`src/rtl/vccd_regs.svh`:
```
// constants for the visual console command decoder
`ifndef VCCD_REGS_SVH
`define VCCD_REGS_SVH
`define VCCD_DIR_BIT 5
`define VCCD_P1_PLAIN 6'h00
`define VCCD_P1_CR 6'h01
`define VCCD_P1_CRLF 6'h21
`define VCCD_P1_ERASE 6'h22
`define VCCD_P1_ERASE_CRLF 6'h23
`define VCCD_P1_FORM 6'h24
`define VCCD_P1_HOME 6'h38
`define VCCD_DEST_PRN 3'h2
`define VCCD_DEST_INT 3'h4
`define VCCD_DEST_STS 3'h5
`define VCCD_DEST_INT_PRN 3'h0
`define VCCD_DEST_STS_PRN 3'h1
`define VCCD_WIDTH_64 3'h0
`define VCCD_WIDTH_80 3'h4
`define VCCD_COLS_64 7'h40
`define VCCD_COLS_80 7'h50
`define VCCD_LINE_MIN 5'h01
`define VCCD_LINE_MAX 5'h18
`define VCCD_BLINK_CUR 6'h20
`define VCCD_BLINK_BIT 5
`endif

```
`src/rtl/vccd_pkg.sv`:
```
// types for the visual console command decoder
`default_nettype none
package vccd_pkg;
  typedef struct packed {
    logic [5:0] addr;
    logic [5:0] p1;
    logic [5:0] p2;
    logic [5:0] p3;
  } vccd_cmd_t;
  typedef struct packed {
    logic input_xfer;
    logic cursor_return;
    logic erase_before;
    logic line_feed_after;
    logic clear_screen;
    logic home;
    logic printer_crlf;
    logic sel_printer;
    logic sel_interactive;
    logic sel_status;
    logic [6:0] columns;
    logic goto_line;
    logic [4:0] line;
    logic blink;
  } vccd_act_t;
endpackage
`default_nettype wire

```
`src/rtl/vccd_route.sv`:
```
// output route and width decode of the second parameter
`timescale 1ns/1ps
`default_nettype none
`include "vccd_regs.svh"
module vccd_route
  import vccd_pkg::*;
(
  input wire logic [5:0] i_p2,
  output logic o_prn,
  output logic o_int,
  output logic o_sts,
  output logic [6:0] o_cols
);
  always_comb begin
    o_prn = 1'b0;
    o_int = 1'b0;
    o_sts = 1'b0;
    unique case (i_p2[2:0])
      `VCCD_DEST_PRN: o_prn = 1'b1;
      `VCCD_DEST_INT: o_int = 1'b1;
      `VCCD_DEST_STS: o_sts = 1'b1;
      `VCCD_DEST_INT_PRN: begin
        o_int = 1'b1;
        o_prn = 1'b1;
      end
      `VCCD_DEST_STS_PRN: begin
        o_sts = 1'b1;
        o_prn = 1'b1;
      end
      default: o_int = 1'b1; // unused codes fall back to the display
    endcase
    // only 0 and 4 are documented; other high digits keep 64
    o_cols = (i_p2[5:3] == `VCCD_WIDTH_80) ? `VCCD_COLS_80 : `VCCD_COLS_64;
  end
endmodule
`default_nettype wire

```
`src/rtl/vccd_decoder.sv`:
```
// visual console command decoder top
// How it works
// - address high bit one means read
// - address high bit zero means write
// - first param 00 plain, 01 cursor return
// - first param 41 return, line feed after
// - first param 42 erases line first
// - first param 43 erase, then return feed
// - first param 44 clear screen; printer crlf
// - first param 70 homes cursor; printer crlf
// - second param low digit picks outputs
// - second param high digit picks width
// - third param 01-30 goes to line; printer crlf
// - third param 40 blinks cursor line word
// - third param 41-70 goto and blink
// - address io bit: zero out, one in
`timescale 1ns/1ps
`default_nettype none
`include "vccd_regs.svh"
module vccd_decoder
  import vccd_pkg::*;
#(
  parameter int unsigned LAST_LINE = `VCCD_LINE_MAX
)
(
  input wire logic i_ref_clk,
  input wire logic i_rst,
  input wire logic i_cmd_valid,
  input wire vccd_cmd_t i_cmd,
  output vccd_act_t o_act,
  output logic o_act_valid
);
  ////////////////////////////////////////////////////////////
  vccd_act_t act_r, act_nxt;
  logic valid_r, valid_nxt;
  logic prn, intr, sts;
  logic [6:0] cols;

  vccd_route u_route (
    .i_p2(i_cmd.p2),
    .o_prn(prn),
    .o_int(intr),
    .o_sts(sts),
    .o_cols(cols)
  );

  // line field is five bits and zero means no move
  if (LAST_LINE < 1 || LAST_LINE > 31) begin : g_bad_last_line
    $error("LAST_LINE must lie between 1 and 31");
  end

  function automatic logic line_ok(input logic [4:0] l);
    line_ok = (l >= `VCCD_LINE_MIN) && (l <= 5'(LAST_LINE));
  endfunction

  ////////////////////////////////////////////////////////////
  always_comb begin
    act_nxt = act_r;
    valid_nxt = 1'b0;
    if (i_cmd_valid) begin
      valid_nxt = 1'b1;
      act_nxt = '0;
      act_nxt.input_xfer = i_cmd.addr[`VCCD_DIR_BIT];
      act_nxt.sel_printer = prn;
      act_nxt.sel_interactive = intr;
      act_nxt.sel_status = sts;
      act_nxt.columns = cols;
      // undocumented first params act as plain transfer
      unique case (i_cmd.p1)
        `VCCD_P1_CR: act_nxt.cursor_return = 1'b1;
        `VCCD_P1_CRLF: begin
          act_nxt.cursor_return = 1'b1;
          act_nxt.line_feed_after = 1'b1;
        end
        `VCCD_P1_ERASE: act_nxt.erase_before = 1'b1;
        `VCCD_P1_ERASE_CRLF: begin
          act_nxt.erase_before = 1'b1;
          act_nxt.cursor_return = 1'b1;
          act_nxt.line_feed_after = 1'b1;
        end
        `VCCD_P1_FORM: begin
          act_nxt.clear_screen = ~prn;
          act_nxt.printer_crlf = prn;
        end
        `VCCD_P1_HOME: begin
          act_nxt.home = ~prn;
          act_nxt.printer_crlf = prn;
        end
        default: ;
      endcase
      if (i_cmd.p3 == `VCCD_BLINK_CUR) begin
        act_nxt.blink = 1'b1;
      end else if (line_ok(i_cmd.p3[4:0])) begin
        // printer has no lines; it gets a crlf instead, unless the blink bit is set, which sends goto and blink
        act_nxt.goto_line = ~prn || i_cmd.p3[`VCCD_BLINK_BIT];
        act_nxt.line = i_cmd.p3[4:0];
        act_nxt.blink = i_cmd.p3[`VCCD_BLINK_BIT];
        if (prn && !i_cmd.p3[`VCCD_BLINK_BIT]) begin
          act_nxt.printer_crlf = 1'b1;
        end
      end
    end
  end

  always_ff @(posedge i_ref_clk or posedge i_rst) begin
    if (i_rst) begin
      act_r <= '0;
      valid_r <= 1'b0;
    end else begin
      act_r <= act_nxt;
      valid_r <= valid_nxt;
    end
  end

  assign o_act = act_r;
  assign o_act_valid = valid_r;

  ////////////////////////////////////////////////////////////
  a_dir_read: assert property (@(posedge i_ref_clk) disable iff (i_rst)
    i_cmd_valid && i_cmd.addr[5] |=> o_act_valid && o_act.input_xfer)
    else $error("read address not decoded as input");
  a_dir_write: assert property (@(posedge i_ref_clk) disable iff (i_rst)
    i_cmd_valid && !i_cmd.addr[5] |=> !o_act.input_xfer)
    else $error("write address not decoded as output");
  a_plain_xfer: assert property (@(posedge i_ref_clk) disable iff (i_rst)
    i_cmd_valid && i_cmd.p1 == 6'h00 |=> !o_act.cursor_return && !o_act.erase_before)
    else $error("plain transfer moved cursor");
  a_crlf_after: assert property (@(posedge i_ref_clk) disable iff (i_rst)
    i_cmd_valid && i_cmd.p1 == 6'h21 |=> o_act.cursor_return && o_act.line_feed_after)
    else $error("code 41 missed line feed");
  a_erase_first: assert property (@(posedge i_ref_clk) disable iff (i_rst)
    i_cmd_valid && i_cmd.p1 == 6'h22 |=> o_act.erase_before && !o_act.line_feed_after)
    else $error("code 42 wrong");
  a_erase_crlf: assert property (@(posedge i_ref_clk) disable iff (i_rst)
    i_cmd_valid && i_cmd.p1 == 6'h23 |=> o_act.erase_before && o_act.line_feed_after)
    else $error("code 43 wrong");
  a_form_feed: assert property (@(posedge i_ref_clk) disable iff (i_rst)
    i_cmd_valid && i_cmd.p1 == 6'h24 |=> (o_act.clear_screen ^ o_act.printer_crlf))
    else $error("form feed wrong");
  a_home_pos: assert property (@(posedge i_ref_clk) disable iff (i_rst)
    i_cmd_valid && i_cmd.p1 == 6'h38 && i_cmd.p2[2:0] == 3'h4 |=> o_act.home)
    else $error("home not raised");
  a_route_prn: assert property (@(posedge i_ref_clk) disable iff (i_rst)
    i_cmd_valid && i_cmd.p2[2:0] == 3'h2 |=> o_act.sel_printer && !o_act.sel_interactive && !o_act.sel_status)
    else $error("printer only route wrong");
  a_width_sel: assert property (@(posedge i_ref_clk) disable iff (i_rst)
    i_cmd_valid && i_cmd.p2[5:3] == 3'h4 |=> o_act.columns == 7'h50)
    else $error("80 columns not chosen");
  a_goto_line: assert property (@(posedge i_ref_clk) disable iff (i_rst)
    i_cmd_valid && i_cmd.p3 == 6'h18 && i_cmd.p2[2:0] == 3'h4 |=> o_act.goto_line && o_act.line == 5'h18)
    else $error("line 24 not addressed");
  a_blink_cur: assert property (@(posedge i_ref_clk) disable iff (i_rst)
    i_cmd_valid && i_cmd.p3 == 6'h20 |=> o_act.blink && !o_act.goto_line)
    else $error("cursor blink wrong");
  a_goto_blink: assert property (@(posedge i_ref_clk) disable iff (i_rst)
    i_cmd_valid && i_cmd.p3 == 6'h21 |=> o_act.blink && o_act.goto_line && o_act.line == 5'h01)
    else $error("goto blink wrong");
  a_act_hold: assert property (@(posedge i_ref_clk) disable iff (i_rst)
    !i_cmd_valid |=> $stable(o_act) && !o_act_valid)
    else $error("action changed without command");
  ////////////////////////////////////////////////////////////
  a_route_int: assert property (@(posedge i_ref_clk) disable iff (i_rst)
    i_cmd_valid && i_cmd.p2[2:0] == 3'h4 |=> o_act.sel_interactive && !o_act.sel_printer && !o_act.sel_status)
    else $error("display only route wrong");
  a_route_sts: assert property (@(posedge i_ref_clk) disable iff (i_rst)
    i_cmd_valid && i_cmd.p2[2:0] == 3'h5 |=> o_act.sel_status && !o_act.sel_printer && !o_act.sel_interactive)
    else $error("status only route wrong");
  a_route_both: assert property (@(posedge i_ref_clk) disable iff (i_rst)
    i_cmd_valid && i_cmd.p2[2:0] == 3'h0 |=> o_act.sel_interactive && o_act.sel_printer && !o_act.sel_status)
    else $error("display and printer route wrong");
  a_route_sts_prn: assert property (@(posedge i_ref_clk) disable iff (i_rst)
    i_cmd_valid && i_cmd.p2[2:0] == 3'h1 |=> o_act.sel_status && o_act.sel_printer && !o_act.sel_interactive)
    else $error("status and printer route wrong");
  a_route_spare: assert property (@(posedge i_ref_clk) disable iff (i_rst)
    i_cmd_valid && i_cmd.p2[2:0] inside {3'h3, 3'h6, 3'h7} |=> o_act.sel_interactive && !o_act.sel_printer)
    else $error("spare route code not sent to display");
  a_width_64: assert property (@(posedge i_ref_clk) disable iff (i_rst)
    i_cmd_valid && i_cmd.p2[5:3] == 3'h0 |=> o_act.columns == 7'h40)
    else $error("64 columns not chosen");
  a_width_spare: assert property (@(posedge i_ref_clk) disable iff (i_rst)
    i_cmd_valid && !(i_cmd.p2[5:3] inside {3'h0, 3'h4}) |=> o_act.columns == 7'h40)
    else $error("spare width code not 64 columns");
  a_cr_only: assert property (@(posedge i_ref_clk) disable iff (i_rst)
    i_cmd_valid && i_cmd.p1 == 6'h01 |=> o_act.cursor_return && !o_act.line_feed_after && !o_act.erase_before)
    else $error("code 01 wrong");
  a_no_erase: assert property (@(posedge i_ref_clk) disable iff (i_rst)
    i_cmd_valid && i_cmd.p1 inside {6'h00, 6'h01, 6'h21, 6'h24, 6'h38} |=> !o_act.erase_before)
    else $error("line erased without erase code");
  a_form_prn: assert property (@(posedge i_ref_clk) disable iff (i_rst)
    i_cmd_valid && i_cmd.p1 == 6'h24 && i_cmd.p2[2:0] == 3'h2 |=> o_act.printer_crlf && !o_act.clear_screen)
    else $error("printer form feed wrong");
  a_home_prn: assert property (@(posedge i_ref_clk) disable iff (i_rst)
    i_cmd_valid && i_cmd.p1 == 6'h38 && i_cmd.p2[2:0] == 3'h2 |=> o_act.printer_crlf && !o_act.home)
    else $error("printer home wrong");
  a_unused_p1: assert property (@(posedge i_ref_clk) disable iff (i_rst)
    i_cmd_valid && i_cmd.p1 == 6'h3f |=> !o_act.cursor_return && !o_act.erase_before
      && !o_act.line_feed_after && !o_act.clear_screen && !o_act.home)
    else $error("unused first param acted on");
  a_prn_line: assert property (@(posedge i_ref_clk) disable iff (i_rst)
    i_cmd_valid && !i_cmd.p3[5] && i_cmd.p3[4:0] inside {[5'h01:5'h18]} && i_cmd.p2[2:0] == 3'h2 |=>
      o_act.printer_crlf && !o_act.goto_line)
    else $error("printer line code wrong");
  a_line_range: assert property (@(posedge i_ref_clk) disable iff (i_rst)
    i_cmd_valid && !i_cmd.p3[5] && i_cmd.p3[4:0] > 5'h18 |=> !o_act.goto_line && !o_act.blink)
    else $error("line beyond range addressed");
  a_blink_none: assert property (@(posedge i_ref_clk) disable iff (i_rst)
    i_cmd_valid && i_cmd.p3 == 6'h00 |=> !o_act.blink && !o_act.goto_line)
    else $error("third param 00 acted on");
  a_blink_goto: assert property (@(posedge i_ref_clk) disable iff (i_rst)
    i_cmd_valid && i_cmd.p3 == 6'h38 |=> o_act.blink && o_act.goto_line && o_act.line == 5'h18)
    else $error("goto blink line 24 wrong");
  a_blink_prn: assert property (@(posedge i_ref_clk) disable iff (i_rst)
    i_cmd_valid && i_cmd.p3 == 6'h21 && i_cmd.p2[2:0] == 3'h2 |=> o_act.blink && o_act.goto_line)
    else $error("printer goto blink wrong");
  a_sel_any: assert property (@(posedge i_ref_clk) disable iff (i_rst)
    o_act_valid |-> o_act.sel_printer || o_act.sel_interactive || o_act.sel_status)
    else $error("no output selected");
  a_cols_legal: assert property (@(posedge i_ref_clk) disable iff (i_rst)
    o_act_valid |-> o_act.columns == 7'h40 || o_act.columns == 7'h50)
    else $error("column count not 64 or 80");
  a_valid_pulse: assert property (@(posedge i_ref_clk) disable iff (i_rst)
    i_cmd_valid |=> o_act_valid)
    else $error("command not answered");
endmodule
`default_nettype wire

```
`config.mk`:
```
export PLATFORM = sky130hd
export DESIGN_NAME = vccd_decoder
export DESIGN_NICKNAME = d
export VERILOG_FILES = /design/src/rtl/vccd_pkg.sv /design/src/rtl/vccd_route.sv /design/src/rtl/vccd_decoder.sv
export VERILOG_INCLUDE_DIRS = /design/src /design/src/rtl
export SDC_FILE = /design/constraint.sdc
export NUM_CORES = 1
export LEC_CHECK = 0
export BUFFER_PORTS_ARGS = -buffer_cell sky130_fd_sc_hd__buf_2
export CORE_ASPECT_RATIO = 1.4
export CORE_UTILIZATION = 46
export DETAILED_ROUTE_END_ITERATION = 10
export HOLD_SLACK_MARGIN = 0.15
export PLACE_DENSITY = 0.91
export RECOVER_POWER = 50
export SLEW_MARGIN = 15
export SYNTH_ARGS = -nofsm -noshare
export SYNTH_HDL_FRONTEND = slang
export SYNTH_SLANG_ARGS = --single-unit
```
`constraint.sdc`:
```
create_clock -name i_ref_clk -period 1.3 [get_ports i_ref_clk]
set_input_delay 0.26 -clock i_ref_clk [delete_from_list [all_inputs] [get_ports i_ref_clk]]
set_output_delay 0.26 -clock i_ref_clk [all_outputs]
set_load 0.05 [all_outputs]
```
After elaboration in Yosys (flattened, before gate mapping):

Index checks and enable logic that the tools add are counted.

* logic and storage cells: 58
* output and inout port bits: 25
* register bits: 25

* bitwise logic cells: 1
* order comparisons: 2
* equality and inequality tests: 11
* muxes and demuxes: 17
* reduce and logical (&&, ||, !) cells: 12

Operators with widths (number)
* == test 6 bit, second input constant: 6
* 2-to-1 mux 1 bit: 14
* OR reduction 3 bit: 3
* OR reduction 2 bit: 4
* 2-to-1 mux 7 bit: 1
* == test 3 bit, second input constant: 2
* == test 6 x 1 -> 1 bit, second input constant: 1
* 2-to-1 mux 6 bit: 1
* >= comparator 5 x 1 -> 1 bit, second input constant: 1
* less-or-equal comparator 5 bit, second input constant: 1
* 2-to-1 mux 5 bit: 1
* == test 3 x 1 -> 1 bit, second input constant: 1
* == test 3 x 2 -> 1 bit, second input constant: 1
* zero test 3 bit: 1
* logical AND 1 bit: 2
* zero test 1 bit: 1
* logical OR 1 bit: 1
* NOT 1 bit: 1

Depth between registers and ports, before layout:

Gate-level depths: netlist (run 1).

* depth in word-level cells: 7
* depth in mapped cells: 4
* mapped depth without buffers: 3

Cells and area by module:

From an unflattened synthesis (run 1), not the netlist that was laid out.

* cell total of the unflattened synthesis: 94
* area, all modules: 1148.6 µm²

By module, submodules not included
* vccd_decoder: cells an instance 81, sequential area each 625.6 µm², instances 1, area each 1053.5 µm²
* vccd_route: cells an instance 13, sequential area each 0.0 µm², instances 1, area each 95.1 µm²

Worst setup path after synthesis (run 1):

No wires, ideal clock.

* path type: input port to flip-flop
* start: in i_cmd[3] (netlist bit)
* end: reg act_r, in the netlist o_act[17]
* arrival: 1.050 ns
* path buffers: 0
* slack: 0.110 ns
* stages: 3
* cells stage by stage: or4_4 > o211ai_1 > a31oi_1

* cells in the longest elaborated chain, start to end: 4
* elaborated cells between the ends (all ways): 6

RTL lines
* start: declaration: RTL line vccd_decoder.sv:29 `input wire vccd_cmd_t i_cmd,`
* >= comparator 5 x 1 -> 1 bit (no source line) / less-or-equal comparator 5 bit (equally long branches)
* logical AND 1 bit: RTL line vccd_decoder.sv:53 `` line_ok = (l >= `VCCD_LINE_MIN) && (l <= 5'(LAST_LINE)); ``
* 2-to-1 mux 1 bit: RTL line vccd_decoder.sv:93 `end else if (line_ok(i_cmd.p3[4:0])) begin`
* 2-to-1 mux 1 bit *: RTL line vccd_decoder.sv:91 `` if (i_cmd.p3 == `VCCD_BLINK_CUR) begin ``
* end signal: assignment: RTL line vccd_decoder.sv:110 `act_r <= act_nxt;`
* end: declaration: RTL line vccd_decoder.sv:34 `vccd_act_t act_r, act_nxt;`

Every way passes the cells marked *; elsewhere a longest branch is shown, timed or not.
A chain may end at the register's enable or synchronous reset.

Worst setup path in the final report (run 1):

* start: reg act_r, in the netlist o_act[4]
* end: out o_act[4] (netlist bit)

RTL lines
* end: declaration: RTL line vccd_decoder.sv:30 `output vccd_act_t o_act,`

No word-level cell between the ends.

==> results.md, run 1 <==
- The flow ran to the end, and the final reports show no timing, DRC or antenna violations.
- Clock-pin slew was measured on the worst setup and hold paths at 0.11 ns.
- By count the netlist is led by sky130_fd_sc_hd__dfrtp_1, sky130_fd_sc_hd__o2bb2ai_1, sky130_fd_sc_hd__inv_1, sky130_fd_sc_hd__nand2_1, sky130_fd_sc_hd__buf_4.
- In the global route stage, overall resource usage came out at 19.4%.
- The first TritonRoute pass finished after 3 iterations.
- At the placement stage, the worst setup path has a slack of -0.0626 ns.
- The count of endpoints failing hold in the final timing report is 0.
- Averaged over all synthesized cells, the footprint is 11.2 um^2.
- The I/O pin total is 52.
- In this run the number of H-tree levels came out at 1.
- The final weighted congestion of routability-driven global placement is 0.794.
- Summing internal, switching and leakage power gives 1.58 mW.
- The number of placed instances, taps included, is 150.
- The final cell area excluding filler cells is 1250 um^2.
- The peak supply drop is 0.788 mV.
- Synthesis instantiated 31 different standard cells from the library.
- Data on the critical path is required at its endpoint by 1.04 ns.
- In the routed layout, each cell is associated on average with a via count of 5.15.
- The full die area is 2230 um^2.
- The final critical-path share of the clock period is 91.5%.
- The worst setup margin is 0.111 ns.
- The initial antenna violation count came to 0.
- The width of the die is 40.2 um.
- The TritonCTS clock tree is yes.
- Based on the critical path, the design can be clocked at up to 841 MHz.
- For this configuration, the core starts out at a cell density of 48.2%.
- The number of buffers and inverters on the critical path is 1.
- The first-pass GRT wire length is 3100 um.
- Traced cell by cell, the critical path runs through buf_2.
- The later pin in the worst-skew pair is clocked with a latency of 0.28 ns.
- The CTS buffer count is 3.
- The max-slew violation count is 0.
- The number of antenna diodes in the final layout is 0.
- The count of fill cells added during filler insertion is 174.
- After the first detailed-routing iteration, the DRC count stood at 4.
- The TritonCTS sink count is 20.
- STA puts the critical path data arrival time at 0.93 ns.
- The clock passes through at most 2 buffers.
- The critical path start-end classification is register to output port.
- The number of rows in the core area is 19.
- Global routing finished with a remaining overflow of 0.
- The post-route netlist has 43.3% of its cells at a drive strength greater than 1.
- STA classifies the critical path startpoint as a register.
- STA classifies the critical path endpoint as an output port.
- The remaining antenna violation count after routing is 0.
- The max-slew headroom at the worst pin is 61.1%.
- The slew at the pin closest to its max-slew limit is 0.583 ns.
- The final critical-path required period is 1.19 ns.
- The setup clock skew after layout is 0 ns.
- The sequential share of the synthesized area is 53.3%.
- Detailed placement finished with a half-perimeter wire length of 1600 um.
- The largest single stage delay on the critical path is 0.38 ns.
- The area of the mapped netlist is 940 um^2.
- Entering global routing, the biggest net connects 14 pins.
- Setup total negative slack on the finished layout was measured at 0 ns.
- The number of instances in the synthesized netlist is 84.
- The most frequently used cell type in the post-synthesis netlist is sky130_fd_sc_hd__dfrtp_1.
- The most frequently used flop master after synthesis is sky130_fd_sc_hd__dfrtp_1.
- The top cell type's share of synthesized area is 53.3%.
- The total wire length after detailed routing is 1920 um.
- The largest total area in the synthesized netlist belongs to sky130_fd_sc_hd__dfrtp_1.
- The family of cells with the greatest summed delay on the critical path is flip-flops.
- The net count reported at finish is 162.
- The number of register bits inferred by synthesis is 20.
- Max-cap violations in this run came to 0.
- Detailed routing inserted a total of 798 vias.
- In the post-synthesis netlist, the biggest area contributors are sky130_fd_sc_hd__dfrtp_1, sky130_fd_sc_hd__o2bb2ai_1, sky130_fd_sc_hd__buf_4.
- The library cell contributing the largest single delay on the critical path is sky130_fd_sc_hd__dfrtp_1.
- The via count of the first global-routing pass is 751.
- The static power due to leakage is 0.644 nW.
- For this run, the number of Yosys warnings is 0.
- The number of synthesized flops with an enable pin is 0.
- The placed instances occupy a cell area of 1200 um^2.
- For this run, the share of the core covered by cells in the final layout is 64.1%.
- The region available for standard cell placement spans 1950 um^2.
- The number of setup violations in the final report is 0.
- The peak fanout along the critical path is 2.
- The path category of the worst min-delay check is primary input to register.
- Hold is met by 0.161 ns.
- The number of remaining DRC errors is 0.
- The number of buffer cells added on primary ports is 41.
- The vertical die dimension is 55.5 um.
- In this run the power density over the cells is 1260 nW/um^2.
- Setup repair after global routing left no endpoint under its margin.
- In the synthesized netlist the async set-or-reset flop fraction comes to 100%.
- The tree is rooted in a sky130_fd_sc_hd__clkbuf_4.
- The number of non-filler instances in the completed layout is 155.
- The layout overhead on the synthesized area is 33.0%.
- The average wire per cell in the routed design is 12.4 um.
==> logic make-up (layout without fill, tap and decap cells) <==
family,count (synthesis),after routing,synth area share [%]
other,1,5,0.399
muxes,3,3,3.46
and+or+nand+nor,23,23,14.1
DFF,20,20,53.3
AOI/OAI and AO/OA,22,22,20.6
buffers and inverters,15,61,8.12
==> metal layers <==
metal / GRT usage [%] / vias to the layer above / share of wire (%)
met5: 0 / - / 0
met4: 3.33 / 0 / 0
met3: 4.42 / 0 / 4.5
met2: 34.1 / 24 / 57
met1: 23.0 / 382 / 39
li1: - / 392 / -
==> state kept, by name (all words and copies together), names as in the netlist <==
register     flops
o_act           19
o_act_valid      1
==> layout make-up <==
cell class / instances / area, um^2 / share of cell area [%]
Inverter: 7 / 26.3 / 2.10
Clock buffer: 3 / 22.5 / 1.80
Sequential cell: 20 / 500 / 40.0
Multi-Input combinational cell: 53 / 378 / 30.2
Clock inverter: 1 / 30.0 / 2.40
Tap cell: 21 / 26.3 / 2.10
Timing Repair Buffer: 50 / 267 / 21.3
==> timing repair <==
| action | CTS | global route |
|---|---|---|
| setup buffers | 0 | 0 |
| resized for setup | 0 | 0 |
| endpoints found under the hold margin | 20 | 0 |
| hold buffers | 1 | 0 |
==> cell usage in the layout, fill, tap and decap left out, types with 2 or more instances in the layout <==
| cell | synthesis | final |
|---|---|---|
| sky130_fd_sc_hd__a31o_2 | 2 | 2 |
| sky130_fd_sc_hd__o211ai_1 | 2 | 2 |
| sky130_fd_sc_hd__nand3_1 | 2 | 2 |
| sky130_fd_sc_hd__dfrtp_1 | 20 | 20 |
| sky130_fd_sc_hd__nand2_1 | 7 | 7 |
| sky130_fd_sc_hd__mux2_2 | 2 | 2 |
| sky130_fd_sc_hd__clkbuf_4 | 0 | 3 |
| sky130_fd_sc_hd__buf_2 | 1 | 40 |
| sky130_fd_sc_hd__inv_1 | 7 | 7 |
| sky130_fd_sc_hd__o2bb2ai_1 | 8 | 8 |
| sky130_fd_sc_hd__nor2b_1 | 3 | 3 |
| sky130_fd_sc_hd__buf_4 | 5 | 6 |
| sky130_fd_sc_hd__o31ai_1 | 2 | 2 |
| sky130_fd_sc_hd__nor3b_1 | 2 | 2 |
| sky130_fd_sc_hd__clkbuf_1 | 2 | 3 |
| sky130_fd_sc_hd__o21ai_0 | 3 | 3 |
| sky130_fd_sc_hd__conb_1 | 1 | 5 |
==> path summary, 6_finish.rpt <==
| path | start | endpoint | slack [ns] | cells after the start |
|---|---|---|---|---|
| min in group asynchronous | i_rst | o_act[11]$_DFFE_PP0P_ | 0.60 | 4 |
| worst min register to register | o_act[13]$_DFFE_PP0P_ | o_act[13]$_DFFE_PP0P_ | 0.49 | 1 |
| max in group asynchronous | i_rst | o_act[20]$_DFFE_PP0P_ | 0.27 | 4 |
| worst max register to register | o_act[19]$_DFFE_PP0P_ | o_act[19]$_DFFE_PP0P_ | 0.48 | 2 |
| worst max-delay path | o_act[4]$_DFFE_PP0P_ | o_act[4] | 0.11 | 1 |
| worst min-delay path | i_cmd[7] | o_act[14]$_DFFE_PP0P_ | 0.16 | 2 |
==> where the power goes <==
group	switching (mW)	leakage [nW]	total, mW	internal [mW]
Combinational	0.292	0.364	0.400	0.108
Clock	0.181	0.0279	0.492	0.311
Sequential	0.0224	0.252	0.687	0.664
Power figures use the tool's default switching activity.
==> inputs of run 2 (changes only) <==
CELL_PAD_IN_SITES_DETAIL_PLACEMENT = 2   (was unset)
CELL_PAD_IN_SITES_GLOBAL_PLACEMENT = 2   (was unset)
CORE_UTILIZATION = 26   (was 46)
PLACE_DENSITY = 0.89   (was 0.91)
==> run 2 against run 1 <==
Effect of this change: flip-flop and latch count unchanged; fmax up 3.6%; die area up 73%; count of clock-buffer cells in the layout unchanged; via count up 3.6%; core utilization down 28 points; clock power down 21%; routed wire length up 35%; design area down 0.70%; critical path type unchanged; largest cell class unchanged; highest routed layer is now met4.
==> results.md, run 2 (synthesis results as in run 1) <==
- The run finished with clean final reports.
- The number of clock buffers added by TritonCTS is 3.
- The count of maximum capacitance violations is 0.
- Counting every sink on the clock net gives 20.
- The setup clock skew after layout is 0 ns.
- The first-pass iteration count of the detailed router is 3.
- For this design the static power due to leakage is 0.626 nW.
- In this run the most critical hold path is launched from i_cmd[23].
- The clock latency on the worst-skew pair is 0.25 ns.
- The number of buffers and inverters on the critical path is 1.
- The floorplan step set the die height to 73.1 um.
- The reg-to-reg setup timing slack is 0.46 ns.
- Relative to the synthesized area, the layout overhead comes to 32.1%.
- The overall via count from detail_route is 827.
- The number of placed instances, taps included, is 166.
- STA classifies the critical path endpoint as an output port.
- The first global-routing pass estimated 4320 um of wire.
- The depth of the most critical reg-to-reg path is 2.
- The worst slack on hold paths is 0.243 ns.
- The destination of the worst register-to-register timing path is o_act[19]$_DFFE_PP0P_.
- The average wire per cell in the routed design is 15.3 um.
- The worst path uses 88.3% of the clock period.
- The family of cells with the greatest summed delay on the critical path is flip-flops.
- The clock root buffer is sky130_fd_sc_hd__clkbuf_8.
- The global-route usage over all layers is 15.2%.
- Once routing completed, OpenROAD measured the worst setup slack at 0.152 ns.
- The final weighted congestion of routability-driven global placement is 0.728.
- The worst-case hold path end point is o_act[23]$_DFFE_PP0P_.
- The post-route core utilization is 36.4%.
- The detailed-placement wirelength estimate is 2150 um.
- The net count reported at finish is 159.
- The remaining antenna violation count after routing is 0.
- The finished layout holds 170 standard cells, fillers aside.
- The worst hold path passes through 2 cells.
- The longest clock path from root to sink contains 2 buffers.
- The signal on the critical path passes through buf_2.
- The final critical-path required period is 1.15 ns.
- Using the TritonRoute via totals, the vias-per-cell ratio works out to 4.86.
- The count of endpoints failing hold in the final timing report came to 0.
- The setup slack after placement is -0.102 ns.
- Setup repair after global routing left no endpoint under its margin.
- The peak fanout along the critical path is 2.
- CTS built an H-tree with a depth of 1.
- The total wire length after detailed routing is 2600 um.
- The I/O pin total is 52.
- On the worst path, the slowest cell contributes a delay of 0.37 ns.
- The startpoint kind of the worst setup timing path is a register.
- The min-delay analysis places its worst path in the category primary input to register.
- The initial detailed-routing violation count is 9.
- The initial antenna violation count was 0.
- TritonCTS built the clock tree.
- The number of rows in the core area is 25.
- Entering global routing, the biggest net connects 15 pins.
- Setup total negative slack on the finished layout was measured at 0 ns.
- The worst-case IR drop observed on VDD is 0.502 mV.
- The ratio of total power to cell area is 1190 nW/um^2.
- The arrival time at the worst endpoint is 0.89 ns.
- The width of the die is 52.8 um.
- The layout cell share with drive strength beyond 1 is 42.3%.
- The area of the core is 3410 um^2.
- The max-slew violation count is 0.
- The initial standard-cell utilization of the core is 27.6%.
- The library cell used most frequently in the layout, excluding fill and tap cells, is sky130_fd_sc_hd__buf_2.
- For this run the aggregate overflow at the end of global routing stands at 0.
- The critical path start-end classification is register to output port.
- The number of buffer cells added on primary ports is 41.
- STA puts the critical path data required time at 1.04 ns.
- Summing all non-filler instances in the final layout gives an area of 1240 um^2.
- In the layout the commonest cells are sky130_fd_sc_hd__buf_2, sky130_fd_sc_hd__dfrtp_1, sky130_fd_sc_hd__o2bb2ai_1, sky130_fd_sc_hd__inv_1, sky130_fd_sc_hd__nand2_1.
- The register with the most flip-flops in the layout has 19 of them.
- The register clock-pin slew on the reported worst setup and hold paths is 0.07 ns.
- The maximum frequency from static timing analysis is 871 MHz.
- The number of setup violations in the final report is 0.
- The full die area is 3860 um^2.
- The number of remaining DRC errors is 0.
- In this run the critical register-to-register path is launched from o_act[19]$_DFFE_PP0P_.
- The completed layout was analyzed and its total power is 1.48 mW.
- The via count of the first global-routing pass is 883.
- The library cell contributing the largest single delay on the critical path is sky130_fd_sc_hd__dfrtp_1.
- The number of antenna diodes in the final layout is 0.
- The area after detailed placement is 1200 um^2.
[run 2: how the worst max path moves through the flow]
stage	start	end	slack, ns	cells after the start
after floorplan	i_cmd[3]	o_act[17]$_DFFE_PP0P_	0.11	3
after global placement	i_cmd[3]	o_act[2]$_DFFE_PP0P_	-0.05	4
after detailed placement	i_cmd[3]	o_act[3]$_DFFE_PP0P_	-0.10	4
after CTS	o_act[4]$_DFFE_PP0P_	o_act[4]	0.14	1
after global routing	i_rst	o_act[5]$_DFFE_PP0P_	0.08	4
final	o_act[4]$_DFFE_PP0P_	o_act[4]	0.15	1
[run 2: worst reg2reg max path, stage by stage (launching register included)]
cell,delay [ns]
sky130_fd_sc_hd__dfrtp_1,0.38
sky130_fd_sc_hd__nor2b_1,0.13
sky130_fd_sc_hd__a31o_2,0.22
[run 2: cell type report]
| class | count | area (um^2) |
|---|---|---|
| clock buffers | 3 | 41.3 |
| inverters | 7 | 26.3 |
| repair buffers | 47 | 245 |
| well taps | 40 | 50.0 |
| flip-flops and latches | 20 | 500 |
| fillers | 393 | 2170 |
| multi-input cells | 53 | 378 |
[run 2: layer usage]
metal	global-route usage, %	vias up	part of all wire, %	routed length, um
li1	-	383	-	-
met1	17.0	417	40	1030
met2	29.7	25	55	1440
met3	2.50	2	4.5	116
met4	1.75	0	0.23	6
met5	0	-	0	0
[run 2: power by group]
group          internal, mW  leakage (nW)  switching (mW)
Combinational         0.103         0.352           0.299
Sequential            0.665         0.252          0.0230
Clock                 0.205        0.0216           0.182
Total                 0.973         0.626           0.504
[run 2: timing repair]
item / CTS / global route
gates resized for setup: 0 / 0
hold buffers: 1 / 0
endpoints found under the hold margin: 7 / 0
buffers inserted: 0 / 0
==> inputs of run 3 (changes only) <==
CORE_MARGIN = 2   (was unset)
PLACE_DENSITY = unset   (was 0.89)
PLACE_DENSITY_LB_ADDON = 0.1   (was unset)
==> run 3 against run 2 <==
Effect of this change: cell count increased by 1.2%; routed wire length shrank 5.9%; count of clock-buffer cells in the layout unchanged; clock power is 60% higher; critical path type is now primary input to register.
==> results.md, run 3 (synthesis results as in run 1) <==
- The maximum frequency from static timing analysis is 855 MHz.
- TritonCTS built the clock tree.
- The number of stages on the worst setup path is 4.
- For this run, the post-layout net count is 160.
- The max-slew violation count came to 0.
- The final weighted congestion of routability-driven global placement is 0.651.
- The die covers 4120 um^2.
- The depth of the most critical reg-to-reg path is 2.
- The via count of the first global-routing pass is 876.
- Buffers inserted to repair hold after CTS numbered 1.
- The total chip power is 1.71 mW.
- For the final database, setup skew stands at 0 ns.
- The slowest stage of the critical path is the sky130_fd_sc_hd__or4_4 cell.
- The overall via count from detail_route is 819.
- The register with the most flip-flops in the layout has 19 of them.
- The width of the die is 54.8 um.
- The count of endpoints failing hold in the final timing report is 0.
- The number of setup violations in the final report is 0.
- The worst path meets setup with 0.131 ns of slack.
- Across the run, the number of max-cap violations was 0.
- The critical path ends at o_act[4]$_DFFE_PP0P_.
- Dividing the detail-routed via count by the number of cells gives 4.76.
- The analysis attributes to cell leakage a power of 0.650 nW.
- After filler insertion, the fill cell instance count of the layout stands at 382.
- The top cell types in the final layout, fill and taps aside, are sky130_fd_sc_hd__buf_2, sky130_fd_sc_hd__dfrtp_1, sky130_fd_sc_hd__o2bb2ai_1, sky130_fd_sc_hd__inv_1, sky130_fd_sc_hd__nand2_1.
- The layout cell share with drive strength beyond 1 is 43.2%.
- The area of the core is 3410 um^2.
- The remaining antenna violation count after routing is 0.
- For this design the ratio of total power to cell area is 1330 nW/um^2.
- The initial antenna violation count is 0.
- The path category of the worst min-delay check is primary input to register.
- The peak supply drop is 0.596 mV.
- The worst register-to-register path has a setup slack of 0.48 ns.
- The setup slack after placement is -0.0860 ns.
- The number of buffers and inverters on the critical path is 1.
- The average wire per cell in the routed design is 14.2 um.
- In this run the number of H-tree levels came out at 1.
- The number of remaining DRC errors is 0.
- Compared with the post-synthesis result, the final layout area differs by 36.9%.
- Entering global routing, the biggest net connects 17 pins.
- The worst setup path is launched from a primary input.
- The internal portion of total power is 1.18 mW.
- Gates resized during post-CTS repair numbered 0.
- Of the total power, the share spent switching nets is 30.8%.
- The worst flop-to-flop path startpoint is o_act[19]$_DFFE_PP0P_.
- The final critical-path share of the clock period is 89.9%.
- The remaining global-route overflow is 0.
- In this run the critical register-to-register path is captured at o_act[19]$_DFFE_PP0P_.
- The number of diodes is 0.
- Buffers added to address setup during post-CTS repair amount to 0.
- The number of non-filler instances in the completed layout is 172.
- The endpoint required time on the critical path is 1.44 ns.
- The run finished with clean final reports.
- The CTS buffer count is 3.
- In this run the deepest clock path goes through 2 buffers.
- The part of the power in registers is 40.1%.
- The total placed cells including tap cells is 167.
- Walking the worst path, the cells encountered are buf_2, or4_4, o21ai_2, o2bb2ai_1.
- The first detailed-routing pass ran for 2 iterations.
- After clock tree synthesis, the clock-pin slew on the worst setup and hold paths is 0.08 ns.
- The family of cells with the greatest summed delay on the critical path is simple AND/OR/NAND/NOR gates.
- The tree is rooted in a sky130_fd_sc_hd__clkbuf_8.
- The net switching power is 0.525 mW.
- The HPWL after detailed placement is 2020 um.
- The timing startpoint of the critical path is i_cmd[3].
- The first global-routing pass estimated 4080 um of wire.
- Global routing used 13.8% of the available tracks across all layers.
- The initial detailed-routing violation count is 5.
- The initial standard-cell utilization of the core is 27.6%.
- The final critical-path required period is 1.17 ns.
- STA classifies the critical path endpoint as a register.
- In this design, the stage delay of the slowest critical-path cell is 0.54 ns.
- Summing all multi-input logic gate instances after layout gives 370 um^2.
- During placement, the flow inserted port buffers numbering 41.
- The clock drives 20 sinks.
- The critical path start-end classification is primary input to register.
- The total wire length after detailed routing is 2440 um.
- The sequential cell area in the final layout is 500 um^2.
- Of all nets on the critical path, the largest fanout is 6.
- The clock reaches the later pin of the worst-skew pair after 0.25 ns.
- During I/O placement, the number of pins put on the boundary was 52.
- The vertical die dimension is 75.1 um.
- The post-route core utilization is 37.7%.
- The clock network power share is 36.3%.
- Setup repair after global routing left no endpoint under its margin.
- In this run the core area contains 25 standard-cell rows.
- The relative contribution of combinational cells to total power is 23.6%.
- Leaving out fill and tap cells, the most frequent cell in the layout is sky130_fd_sc_hd__buf_2.
- Data arrives at the worst endpoint at 1.31 ns.
run 3: through the flow:
stage	TNS (ns)	hold WS [ns]	area (um^2)
floorplan	0	0.224	955
global placement	-0.410	0.259	1220
detailed placement	-0.527	0.267	1220
CTS	0	0.188	1300
global route	0	0.250	1290
finish	0	0.238	1290
run 3: area by class of cell:
| class | instances | share of cell area (%) |
|---|---|---|
| repair buffers | 48 | 20.8 |
| flip-flops and latches | 20 | 38.9 |
| inverters | 7 | 2.04 |
| clock buffers | 3 | 3.21 |
| clock inverters | 1 | 2.33 |
| well taps | 40 | 3.89 |
| multi-input cells | 53 | 28.8 |
run 3: how the worst min path moves through the flow:
stage | from | end | slack (ns) | cells after the start
6_report | i_cmd_valid | o_act_valid$_DFF_PP0_ | 0.24 | 1
5_1_grt | i_cmd[23] | o_act[23]$_DFFE_PP0P_ | 0.25 | 2
4_1_cts | i_cmd_valid | o_act_valid$_DFF_PP0_ | 0.19 | 1
3_5_place_dp | i_rst | o_act[11]$_DFFE_PP0P_ | 0.27 | 2
3_3_place_gp | i_rst | o_act[11]$_DFFE_PP0P_ | 0.26 | 2
2_1_floorplan | i_rst | o_act[0]$_DFFE_PP0P_ | 0.22 | 1
run 3: power by group through the flow:
stage,combinational (mW),sequential [mW],clock [mW]
CTS,0.415,0.687,0.644
global placement,0.405,0.697,0
global route,0.433,0.693,0.664
floorplan,0.130,0.851,0
finish,0.403,0.685,0.621
detailed placement,0.413,0.698,0
run 3: worst reg2reg max path, stage by stage, from the launching register on:
cell and delay (ns):
sky130_fd_sc_hd__dfrtp_1 0.38, sky130_fd_sc_hd__nor2b_1 0.13, sky130_fd_sc_hd__a31o_2 0.21
run 3: layer usage:
layer  track usage [%]  wire length (um)  up-vias
met5                 0                 0        -
met3              2.18               134        2
li1                  -                 -      388
met1              15.3               908      405
met4              5.00                24        0
met2              25.4              1380       24
